--- src/hdl/asbc_pkg.sv ---
// Package with register map, field layout, modes and sizes of the sample buffer
package asbc_pkg;
  localparam logic [7:0] ASBC_CFG_ADDR = 8'h26;
  localparam logic [7:0] ASBC_CFG_RESET = 8'h00;
  localparam int ASBC_DEPTH = 32;
  localparam logic [5:0] ASBC_DEPTH_W = 6'h20;
  localparam int ASBC_IN_DEPTH = 16;
  localparam logic [7:0] ASBC_CNT_MAX = 8'hFF;
  localparam logic [5:0] ASBC_CNT_ZERO = 6'h00;
  localparam logic [5:0] ASBC_CNT_ONE = 6'h01;

  // Collection mode field encodings
  typedef enum logic [1:0] {
    ASBC_MODE_OFF = 2'h0,
    ASBC_MODE_STREAM = 2'h1,
    ASBC_MODE_STOP = 2'h2,
    ASBC_MODE_TRIG = 2'h3
  } asbc_mode_t;

  // Configuration register, bit 7 down to bit 0
  typedef struct packed {
    logic newest_first;
    asbc_mode_t mode;
    logic gate_en;
    logic trig_within_limits_en;
    logic trig_outside_limits_en;
    logic spare;
    logic trig_posture_change_en;
  } asbc_cfg_t;

  // One acceleration sample triplet
  typedef struct packed {
    logic [11:0] x;
    logic [11:0] y;
    logic [11:0] z;
  } asbc_sample_t;

  // Power-state events seen by the buffer
  typedef struct packed {
    logic wake_sleep_change;
    logic standby_to_active;
    logic host_flush;
  } asbc_power_t;

  // Trigger source events
  typedef struct packed {
    logic within_limits;
    logic outside_limits;
    logic posture_change;
  } asbc_trig_t;
endpackage : asbc_pkg

--- src/hdl/asbc_sample_fifo.sv ---
// Input staging queue for arriving samples, valid/ready on both sides
`timescale 1ns/1ps
module asbc_sample_fifo #(
  parameter int WIDTH = 36,
  parameter int DEPTH = 16
) (
  // Clock and reset
  input wire logic sys_clk_i,
  input wire logic rstn_i,
  // Filling side
  input wire logic in_valid_i,
  output logic in_ready_o,
  input wire logic [WIDTH-1:0] in_data_i,
  // Draining side
  output logic out_valid_o,
  input wire logic out_ready_i,
  output logic [WIDTH-1:0] out_data_o
);
  localparam int AW = $clog2(DEPTH);

  logic [WIDTH-1:0] mem_r [DEPTH];
  logic [WIDTH-1:0] mem_nxt [DEPTH];
  logic [AW-1:0] wr_r, wr_nxt, rd_r, rd_nxt;
  logic [AW:0] cnt_r, cnt_nxt;
  logic push, pop;

  // Honest full and empty flags
  assign in_ready_o = (cnt_r != DEPTH[AW:0]);
  assign out_valid_o = (cnt_r != '0);
  assign out_data_o = mem_r[rd_r];
  assign push = in_valid_i & in_ready_o;
  assign pop = out_valid_o & out_ready_i;

  // Pointer and storage next values
  always_comb begin
    mem_nxt = mem_r;
    wr_nxt = wr_r;
    rd_nxt = rd_r;
    cnt_nxt = cnt_r;
    if (push) begin
      mem_nxt[wr_r] = in_data_i;
      wr_nxt = AW'(wr_r + 1'b1);
    end
    if (pop) begin
      rd_nxt = AW'(rd_r + 1'b1);
    end
    cnt_nxt = (AW + 1)'(cnt_r + push - pop);
  end

  // State registers
  always_ff @(posedge sys_clk_i or negedge rstn_i) begin
    if (!rstn_i) begin
      wr_r <= '0;
      rd_r <= '0;
      cnt_r <= '0;
      for (int i = 0; i < DEPTH; i++) begin
        mem_r[i] <= '0;
      end
    end else begin
      wr_r <= wr_nxt;
      rd_r <= rd_nxt;
      cnt_r <= cnt_nxt;
      mem_r <= mem_nxt;
    end
  end
endmodule // asbc_sample_fifo

--- src/hdl/asbc_buffer_ctrl.sv ---
// Acceleration sample buffer with collection modes, triggers and sleep gate
// Operation
// Order bit clear: read oldest sample first
// Order bit set: read newest sample first
// Mode changes need sensor idle, pin function off
// Mode 00 disables buffer, nothing stored
// Mode 01 overwrites oldest when full
// Mode 10 refuses samples when full
// Mode 11 pre-trigger circular up to watermark
// After trigger take 32 minus watermark, overflow
// Flush or full readout clears overflow, re-arms
// Three trigger sources with separate enable bits
// Gate off: flush on wake/sleep change
// Gate on: close input, keep contents
// Closed gate discards samples, sets error flag
// Count samples discarded since error flag set
// Flush on standby to active transition
// Disable clears flags, count and discard counter
// Trigger mode with sleep delay ignores gate
// Bit 1 stored but without effect
`timescale 1ns/1ps
module accel_sample_buffer_control
  import asbc_pkg::*;
(
  // Clock and reset
  input wire logic sys_clk_i,
  input wire logic rstn_i,
  // Register access port
  input wire logic [7:0] reg_addr_i,
  input wire logic reg_wr_i,
  input wire logic [7:0] reg_wdata_i,
  input wire logic reg_rd_i,
  output logic [7:0] reg_rdata_o,
  // Sensor state inputs
  input wire logic sensor_active_i,
  input wire logic second_irq_pin_function_i,
  input wire logic [5:0] watermark_level_i,
  input wire logic [7:0] sleep_delay_count_i,
  input wire asbc_power_t power_evt_i,
  input wire asbc_trig_t trig_evt_i,
  // Incoming samples
  input wire logic sample_valid_i,
  output logic sample_ready_o,
  input wire asbc_sample_t sample_data_i,
  // Host readout
  input wire logic pop_i,
  output logic pop_valid_o,
  output asbc_sample_t pop_data_o,
  // Status
  output logic [5:0] stored_count_o,
  output logic watermark_flag_o,
  output logic overflow_flag_o,
  output logic gate_err_o,
  output logic [7:0] gate_cnt_o
);
  asbc_cfg_t cfg_r, cfg_nxt;
  asbc_sample_t mem_r [ASBC_DEPTH];
  asbc_sample_t mem_nxt [ASBC_DEPTH];
  asbc_sample_t pop_data_r, pop_data_nxt, in_data, sel_data;
  logic [4:0] wr_r, wr_nxt, rd_idx;
  logic [5:0] cnt_r, cnt_nxt, post_r, post_nxt, wm, post_limit;
  logic ovf_r, ovf_nxt, trig_r, trig_nxt, closed_r, closed_nxt;
  logic err_r, err_nxt, pop_valid_r, pop_valid_nxt;
  logic [7:0] gcnt_r, gcnt_nxt, rdata_r, rdata_nxt;
  logic in_valid, drain, cfg_wr_ok, gate_eff, flush_now, pop_ok, full, trig_hit;

  // Wrap a 6-bit index sum onto the 32-entry ring
  function automatic logic [4:0] ring_idx(input logic [5:0] v);
    return v[4:0];
  endfunction

  // Staging queue in front of the ring, drained when the host is not reading
  asbc_sample_fifo #(
    .WIDTH($bits(asbc_sample_t)),
    .DEPTH(ASBC_IN_DEPTH)
  ) u_in_fifo (
    .sys_clk_i(sys_clk_i),
    .rstn_i(rstn_i),
    .in_valid_i(sample_valid_i),
    .in_ready_o(sample_ready_o),
    .in_data_i(sample_data_i),
    .out_valid_o(in_valid),
    .out_ready_i(!pop_i),
    .out_data_o(in_data)
  );

  // Control decodes
  assign drain = in_valid & !pop_i;
  assign cfg_wr_ok = reg_wr_i & (reg_addr_i == ASBC_CFG_ADDR)
                   & !sensor_active_i & !second_irq_pin_function_i;
  assign gate_eff = cfg_r.gate_en
                  & !((cfg_r.mode == ASBC_MODE_TRIG) & (sleep_delay_count_i != 8'h00));
  assign flush_now = power_evt_i.host_flush
                   | power_evt_i.standby_to_active
                   | (power_evt_i.wake_sleep_change & !gate_eff)
                   | (cfg_r.mode == ASBC_MODE_OFF);
  assign pop_ok = pop_i & (cnt_r != ASBC_CNT_ZERO);
  assign full = (cnt_r == ASBC_DEPTH_W);
  assign wm = (watermark_level_i > ASBC_DEPTH_W) ? ASBC_DEPTH_W : watermark_level_i;
  assign post_limit = 6'(ASBC_DEPTH_W - wm);
  assign trig_hit = (trig_evt_i.within_limits & cfg_r.trig_within_limits_en)
                  | (trig_evt_i.outside_limits & cfg_r.trig_outside_limits_en)
                  | (trig_evt_i.posture_change & cfg_r.trig_posture_change_en);
  // Oldest entry sits count places behind the write index, newest one behind
  assign rd_idx = cfg_r.newest_first ? ring_idx(6'(wr_r - 1'b1))
                                     : ring_idx(6'({1'b0, wr_r} - cnt_r));
  assign sel_data = mem_r[rd_idx];

  // Next values of the whole buffer state
  always_comb begin
    cfg_nxt = cfg_r;
    mem_nxt = mem_r;
    wr_nxt = wr_r;
    cnt_nxt = cnt_r;
    post_nxt = post_r;
    ovf_nxt = ovf_r;
    trig_nxt = trig_r;
    closed_nxt = closed_r;
    err_nxt = err_r;
    gcnt_nxt = gcnt_r;
    pop_valid_nxt = 1'b0;
    pop_data_nxt = pop_data_r;
    rdata_nxt = (reg_rd_i & (reg_addr_i == ASBC_CFG_ADDR)) ? cfg_r : 8'h00;
    // Whole byte stored and read back, spare bit 1 included but used by no logic
    if (cfg_wr_ok) begin
      cfg_nxt = asbc_cfg_t'(reg_wdata_i);
    end
    if (flush_now) begin
      wr_nxt = '0;
      cnt_nxt = ASBC_CNT_ZERO;
      post_nxt = ASBC_CNT_ZERO;
      ovf_nxt = 1'b0;
      trig_nxt = 1'b0;
      closed_nxt = 1'b0;
      err_nxt = 1'b0;
      gcnt_nxt = 8'h00;
    end else begin
      if (pop_ok) begin
        pop_valid_nxt = 1'b1;
        pop_data_nxt = sel_data;
        cnt_nxt = 6'(cnt_r - 1'b1);
        if (cfg_r.newest_first) begin
          wr_nxt = ring_idx(6'(wr_r - 1'b1));
        end
        if (cnt_r == ASBC_CNT_ONE) begin
          // Full readout re-arms the trigger and reopens the gate
          ovf_nxt = 1'b0;
          trig_nxt = 1'b0;
          post_nxt = ASBC_CNT_ZERO;
          closed_nxt = 1'b0;
          err_nxt = 1'b0;
          gcnt_nxt = 8'h00;
        end
      end else if (drain) begin
        if (closed_r) begin
          // Closed gate drops the sample and counts it
          err_nxt = 1'b1;
          if (gcnt_r != ASBC_CNT_MAX) begin
            gcnt_nxt = 8'(gcnt_r + 1'b1);
          end
        end else begin
          case (cfg_r.mode)
            ASBC_MODE_STREAM: begin
              mem_nxt[wr_r] = in_data;
              wr_nxt = ring_idx(6'(wr_r + 1'b1));
              cnt_nxt = full ? cnt_r : 6'(cnt_r + 1'b1);
            end
            ASBC_MODE_STOP: begin
              if (!full) begin
                mem_nxt[wr_r] = in_data;
                wr_nxt = ring_idx(6'(wr_r + 1'b1));
                cnt_nxt = 6'(cnt_r + 1'b1);
              end
            end
            ASBC_MODE_TRIG: begin
              if (!trig_r) begin
                // Pre-trigger ring holds at most the watermark level
                if (cnt_r < wm) begin
                  mem_nxt[wr_r] = in_data;
                  wr_nxt = ring_idx(6'(wr_r + 1'b1));
                  cnt_nxt = 6'(cnt_r + 1'b1);
                end else if (wm != ASBC_CNT_ZERO) begin
                  mem_nxt[wr_r] = in_data;
                  wr_nxt = ring_idx(6'(wr_r + 1'b1));
                end
              end else if (!ovf_r && (post_r < post_limit)) begin
                mem_nxt[wr_r] = in_data;
                wr_nxt = ring_idx(6'(wr_r + 1'b1));
                cnt_nxt = 6'(cnt_r + 1'b1);
                post_nxt = 6'(post_r + 1'b1);
              end
            end
            default: begin
            end
          endcase
        end
      end
      // Gate closes on a sleep/wake change, winning over a same-cycle reopen
      if (power_evt_i.wake_sleep_change && gate_eff) begin
        closed_nxt = 1'b1;
      end
      // First enabled trigger arms the post-trigger phase, later ones ignored
      if ((cfg_r.mode == ASBC_MODE_TRIG) && !trig_r && trig_hit) begin
        trig_nxt = 1'b1;
      end
      if (trig_nxt && (post_nxt >= post_limit)) begin
        ovf_nxt = 1'b1;
      end
    end
  end

  // State registers
  always_ff @(posedge sys_clk_i or negedge rstn_i) begin
    if (!rstn_i) begin
      cfg_r <= asbc_cfg_t'(ASBC_CFG_RESET);
      wr_r <= '0;
      cnt_r <= ASBC_CNT_ZERO;
      post_r <= ASBC_CNT_ZERO;
      ovf_r <= 1'b0;
      trig_r <= 1'b0;
      closed_r <= 1'b0;
      err_r <= 1'b0;
      gcnt_r <= 8'h00;
      pop_valid_r <= 1'b0;
      pop_data_r <= '0;
      rdata_r <= 8'h00;
      for (int i = 0; i < ASBC_DEPTH; i++) begin
        mem_r[i] <= '0;
      end
    end else begin
      cfg_r <= cfg_nxt;
      mem_r <= mem_nxt;
      wr_r <= wr_nxt;
      cnt_r <= cnt_nxt;
      post_r <= post_nxt;
      ovf_r <= ovf_nxt;
      trig_r <= trig_nxt;
      closed_r <= closed_nxt;
      err_r <= err_nxt;
      gcnt_r <= gcnt_nxt;
      pop_valid_r <= pop_valid_nxt;
      pop_data_r <= pop_data_nxt;
      rdata_r <= rdata_nxt;
    end
  end

  // Outputs from registers, watermark flag decoded from the count and the watermark input
  assign reg_rdata_o = rdata_r;
  assign pop_valid_o = pop_valid_r;
  assign pop_data_o = pop_data_r;
  assign stored_count_o = cnt_r;
  assign watermark_flag_o = (wm != ASBC_CNT_ZERO) & (cnt_r >= wm);
  assign overflow_flag_o = ovf_r;
  assign gate_err_o = err_r;
  assign gate_cnt_o = gcnt_r;
endmodule // accel_sample_buffer_control

--- config.mk ---
export PLATFORM = sky130hd
export DESIGN_NAME = accel_sample_buffer_control
export DESIGN_NICKNAME = d
export VERILOG_FILES = /design/src/hdl/asbc_pkg.sv /design/src/hdl/asbc_sample_fifo.sv /design/src/hdl/asbc_buffer_ctrl.sv
export SDC_FILE = /design/constraint.sdc
export NUM_CORES = 2
export LEC_CHECK = 0
export BUFFER_PORTS_ARGS = -buffer_cell sky130_fd_sc_hd__buf_2
export CAP_MARGIN = 0
export CORE_MARGIN = 3
export CORE_UTILIZATION = 30
export DETAILED_ROUTE_END_ITERATION = 7
export PLACE_DENSITY = 0.55
export SYNTH_ARGS = -nofsm -noshare
export SYNTH_HDL_FRONTEND = slang
export SYNTH_SLANG_ARGS = --single-unit
--- constraint.sdc ---
create_clock -name sys_clk_i -period 3.2 [get_ports sys_clk_i]
set_clock_uncertainty 0.1 [all_clocks]
set_input_delay 0.64 -clock sys_clk_i [delete_from_list [all_inputs] [get_ports sys_clk_i]]
set_output_delay 0.64 -clock sys_clk_i [all_outputs]
set_load 0.005 [all_outputs]
==> run metrics <==
mux share of post-synthesis cell area 11.9%; Iter 0 DRT Violations 4602; CP arrival 3.83 ns; final slew viol count 0; unrepaired setup endpoints after global routing true; CTS Root Cell clkbuf_16; worst hold start reg_rd_i; placed insts 11900; IO buf count 142; mapped cell area 82900 sq um; Pwr Density 737 nW/um^2; die area 283000 sq um; synthesis-to-finish area growth 21.8%; worst r2r path cells 15; setup TNS -0.0455 ns; clk slew on worst S/H paths 0.06 ns; Yosys reg bits 1823; Hold WC Path Type input port to flop; Slew HR between 40 and 50%; synthesized-area fraction occupied by adder cells 0.710%; Max VDD drop a little under 800 uV; fin worst setup slack -0.0455 ns; CP Launch Type input port; Ports 143; largest net degree at the start of global routing 110; min Tclk post-route about 3.2 ns; number of global-route vias before repair 63400; Syn Area/Cell ~10 sq um; CP endpoint kind flop; post-DR vias/cell about 5.1; Post-Synth XOR/XNOR Area 0.296%; flop2flop setup slack 0 ns; most used flip-flop cell after synthesis dfrtp_1; Gate Count Post-Synth between 8000 and 9000; Yosys cell types 71; synthesized net count 8427; Least-Margin Pin Slew 0.865 ns; row count 192; Pleak ~43 nW; critical path required time around 3.8 ns; CP Class input port to flop; largest family of logic cells by synthesized area simple AND/OR/NAND/NOR gates; DRT Wirelength 261 mm; Post-synth EDFFs 0; post-synth top area share 55.0%; fin crit share 101%; Pre-antenna DRT Iters 6; CTS sink cnt 1823; synthesis warning total 0; share of cells above drive strength 1 23.4%; CP Max Fanout 4; Area contributors post-synth dfrtp_1 (55%), nand2_1 (11%), mux2_2 (8.0%); grt ovf 0; final number of setup-violating endpoints 1; fraction of the yosys area taken by sequential cells 55.0%; Hold Path Depth 2; asr flop ratio synth 100%; die height around 530 um; RR Endpoint overflow_flag_o; post-detail-place hpwl 158 mm; Vias 63300; die width 532 um; compound-gate portion of the synthesized area between 10 and 15%; Hold Path End reg_rdata_o[7]; Overall Power about 74 mW; antenna violations before repair 30; Core Footprint 274000 sq um; initial core utilization a little under a third; simple-gate share of the synthesized area 16.6%; global-route wire length before repair 396 mm; failing checks setup timing; worst skew pair latency 0.91 ns; gr usage total 17.9%; Max-Cap Viols 0; fin nets 8612; fmax about 310 MHz; CTS tree built; largest area contributor in the netlist dfrtp_1; deepest clock path buffer count 3; routability cong. 0.836; remaining antenna violation count after routing 0; total CTS buffers 193; DR DRC count 0; Routed wire per std cell 21.2 um; Reg2Reg Launch Point post_r[1]; Hold Violations, Final 0; outcome complete, but fails checks; Cell Count, Final, Fillers Out 12300; CTS H-tree lvls 4
==> Yosys cell counts, types with 5 or more instances <==
| cell | count |
|---|---|
| ha_1 | 43 |
| and2_1 | 5 |
| nor3b_1 | 6 |
| mux4_2 | 138 |
| a311oi_1 | 180 |
| nand2_1 | 2536 |
| mux2i_1 | 14 |
| buf_1 | 45 |
| xnor2_1 | 24 |
| a31oi_1 | 110 |
| nand3_1 | 382 |
| nor2_1 | 71 |
| a211o_1 | 37 |
| dfrtp_1 | 1823 |
| nand4_4 | 30 |
| nor3_1 | 9 |
| clkbuf_1 | 488 |
| a221oi_1 | 8 |
| mux2_2 | 589 |
| nor4_1 | 6 |
| o21ai_0 | 982 |
| o21ai_1 | 218 |
| a311o_1 | 36 |
| inv_1 | 31 |
| a21o_1 | 8 |
| and3_1 | 158 |
| nand4_1 | 10 |
| buf_2 | 216 |
| a21oi_1 | 20 |
| nor2b_1 | 7 |
==> critical path, stage by stage <==
cell	delay [ns]
buf_2	0.16
inv_16	0.08
nand2_2	0.08
and3_4	0.19
xnor2_2	0.21
ha_4	0.24
a21oi_2	0.15
o21ai_1	0.09
a31oi_1	0.23
nand3_1	0.13
or2_4	0.27
nand3_1	0.10
o21a_1	0.15
ha_1	0.22
nand2b_1	0.15
a21o_1	0.16
a21o_1	0.19
a21oi_2	0.14
maj3_2	0.20
o21ai_2	0.05
==> placed cells by master (no fill, tap or decap), types with 9 or more instances in the layout <==
| master | count |
|---|---|
| buf_2 | 141 |
| a211o_1 | 37 |
| o21ai_2 | 36 |
| a311oi_2 | 83 |
| ha_1 | 37 |
| buf_4 | 326 |
| mux2i_1 | 13 |
| a311oi_1 | 96 |
| xnor2_1 | 21 |
| nand4_4 | 30 |
| buf_12 | 229 |
| dfrtp_1 | 1816 |
| nand3_2 | 27 |
| nand3_1 | 355 |
| mux2_2 | 588 |
| clkbuf_8 | 50 |
| nand2_1 | 2532 |
| buf_6 | 14 |
| dlygate4sd3_1 | 12 |
| inv_1 | 26 |
| o21ai_1 | 221 |
| clkinv_2 | 30 |
| a21oi_1 | 15 |
| mux4_2 | 138 |
| and3_4 | 16 |
| clkinv_16 | 15 |
| clkbuf_16 | 208 |
| nor3_1 | 9 |
| a311o_1 | 36 |
| and3_1 | 142 |
| a31oi_1 | 102 |
| clkbuf_1 | 52 |
| nand4_1 | 10 |
| bufinv_16 | 10 |
| o21ai_0 | 942 |
| diode_2 | 12 |
| nor2_1 | 69 |
==> cells by family after synthesis <==
kind of cell	after synthesis
DFF	1823
muxes	741
xor gates and xnor gates	28
and+or+nand+nor	3241
buffers and inverters	789
AOI/OAI and AO/OA	1634
adders and majority gates	46
==> sequential cells by signal, indices dropped and copies added (netlist names), 4 cells and up <==
register	count
mem_r	1152
u_in_fifo.mem_r	576
pop_data_o	36
cfg_r	8
gate_cnt_o	8
reg_rdata_o	8
post_r	6
stored_count_o	6
u_in_fifo.cnt_r	5
wr_r	5
u_in_fifo.rd_r	4
u_in_fifo.wr_r	4
==> through the flow <==
stage,setup WS (ns),hold slack [ns],util [%],cell area (sq um)
6_report,-0.0455,0.0742,36.8,101000
5_1_grt,-0.229,0.0461,36.8,101000
4_1_cts,-0.0236,0.000190,36.2,99400
3_5_place_dp,-0.860,0.368,33.7,92400
3_3_place_gp,-1.03,0.360,33.7,92400
2_1_floorplan,-0.593,0.244,-,83000
==> routing by layer <==
metal | track usage (%) | up-vias | wire length [um]
li1 | - | 29000 | -
met1 | 25.0 | 32100 | 120000
met2 | 28.7 | 1754 | 119000
met3 | 3.23 | 426 | 15500
met4 | 4.42 | 26 | 6200
met5 | 0 | - | 163
==> power breakdown <==
part           switching [mW]  internal [mW]  total [mW]
clock network            9.93           13.3        23.2
logic                    12.9           9.60        22.5
registers                1.95           26.7        28.7
total                    24.8           49.6        74.4
==> cell type report <==
| type | count | area [sq um] |
|---|---|---|
| Timing Repair Buffer | 747 | 8650 |
| Clock inverter | 62 | 961 |
| Multi-Input combinational cell | 5690 | 35200 |
| Antenna cell | 12 | 30.0 |
| Clock buffer | 295 | 5710 |
| Fill cell | 27100 | 173000 |
| Tap cell | 3686 | 4610 |
| Inverter | 32 | 136 |
| Sequential cell | 1823 | 45600 |
==> worst max-delay path by stage <==
stage                                     from  cells past startpoint         endpoint
after CTS                              wr_r[0]                     14    pop_data_o[5]
after detailed placement  watermark_level_i[5]                     20  overflow_flag_o
after global placement    watermark_level_i[5]                     20  overflow_flag_o
after floorplan           watermark_level_i[5]                     19  overflow_flag_o
final                     watermark_level_i[5]                     20  overflow_flag_o
after global routing      watermark_level_i[5]                     20  overflow_flag_o
==> timing repair <==
item,CTS,global route
pin swaps,6,116
setup endpoints to repair,15,200
endpoints found under the hold margin,115,0
hold buffers,12,0
buffers inserted,8,32
gates resized for setup,19,167
gates cloned,1,15
Power figures use the tool's default switching activity.
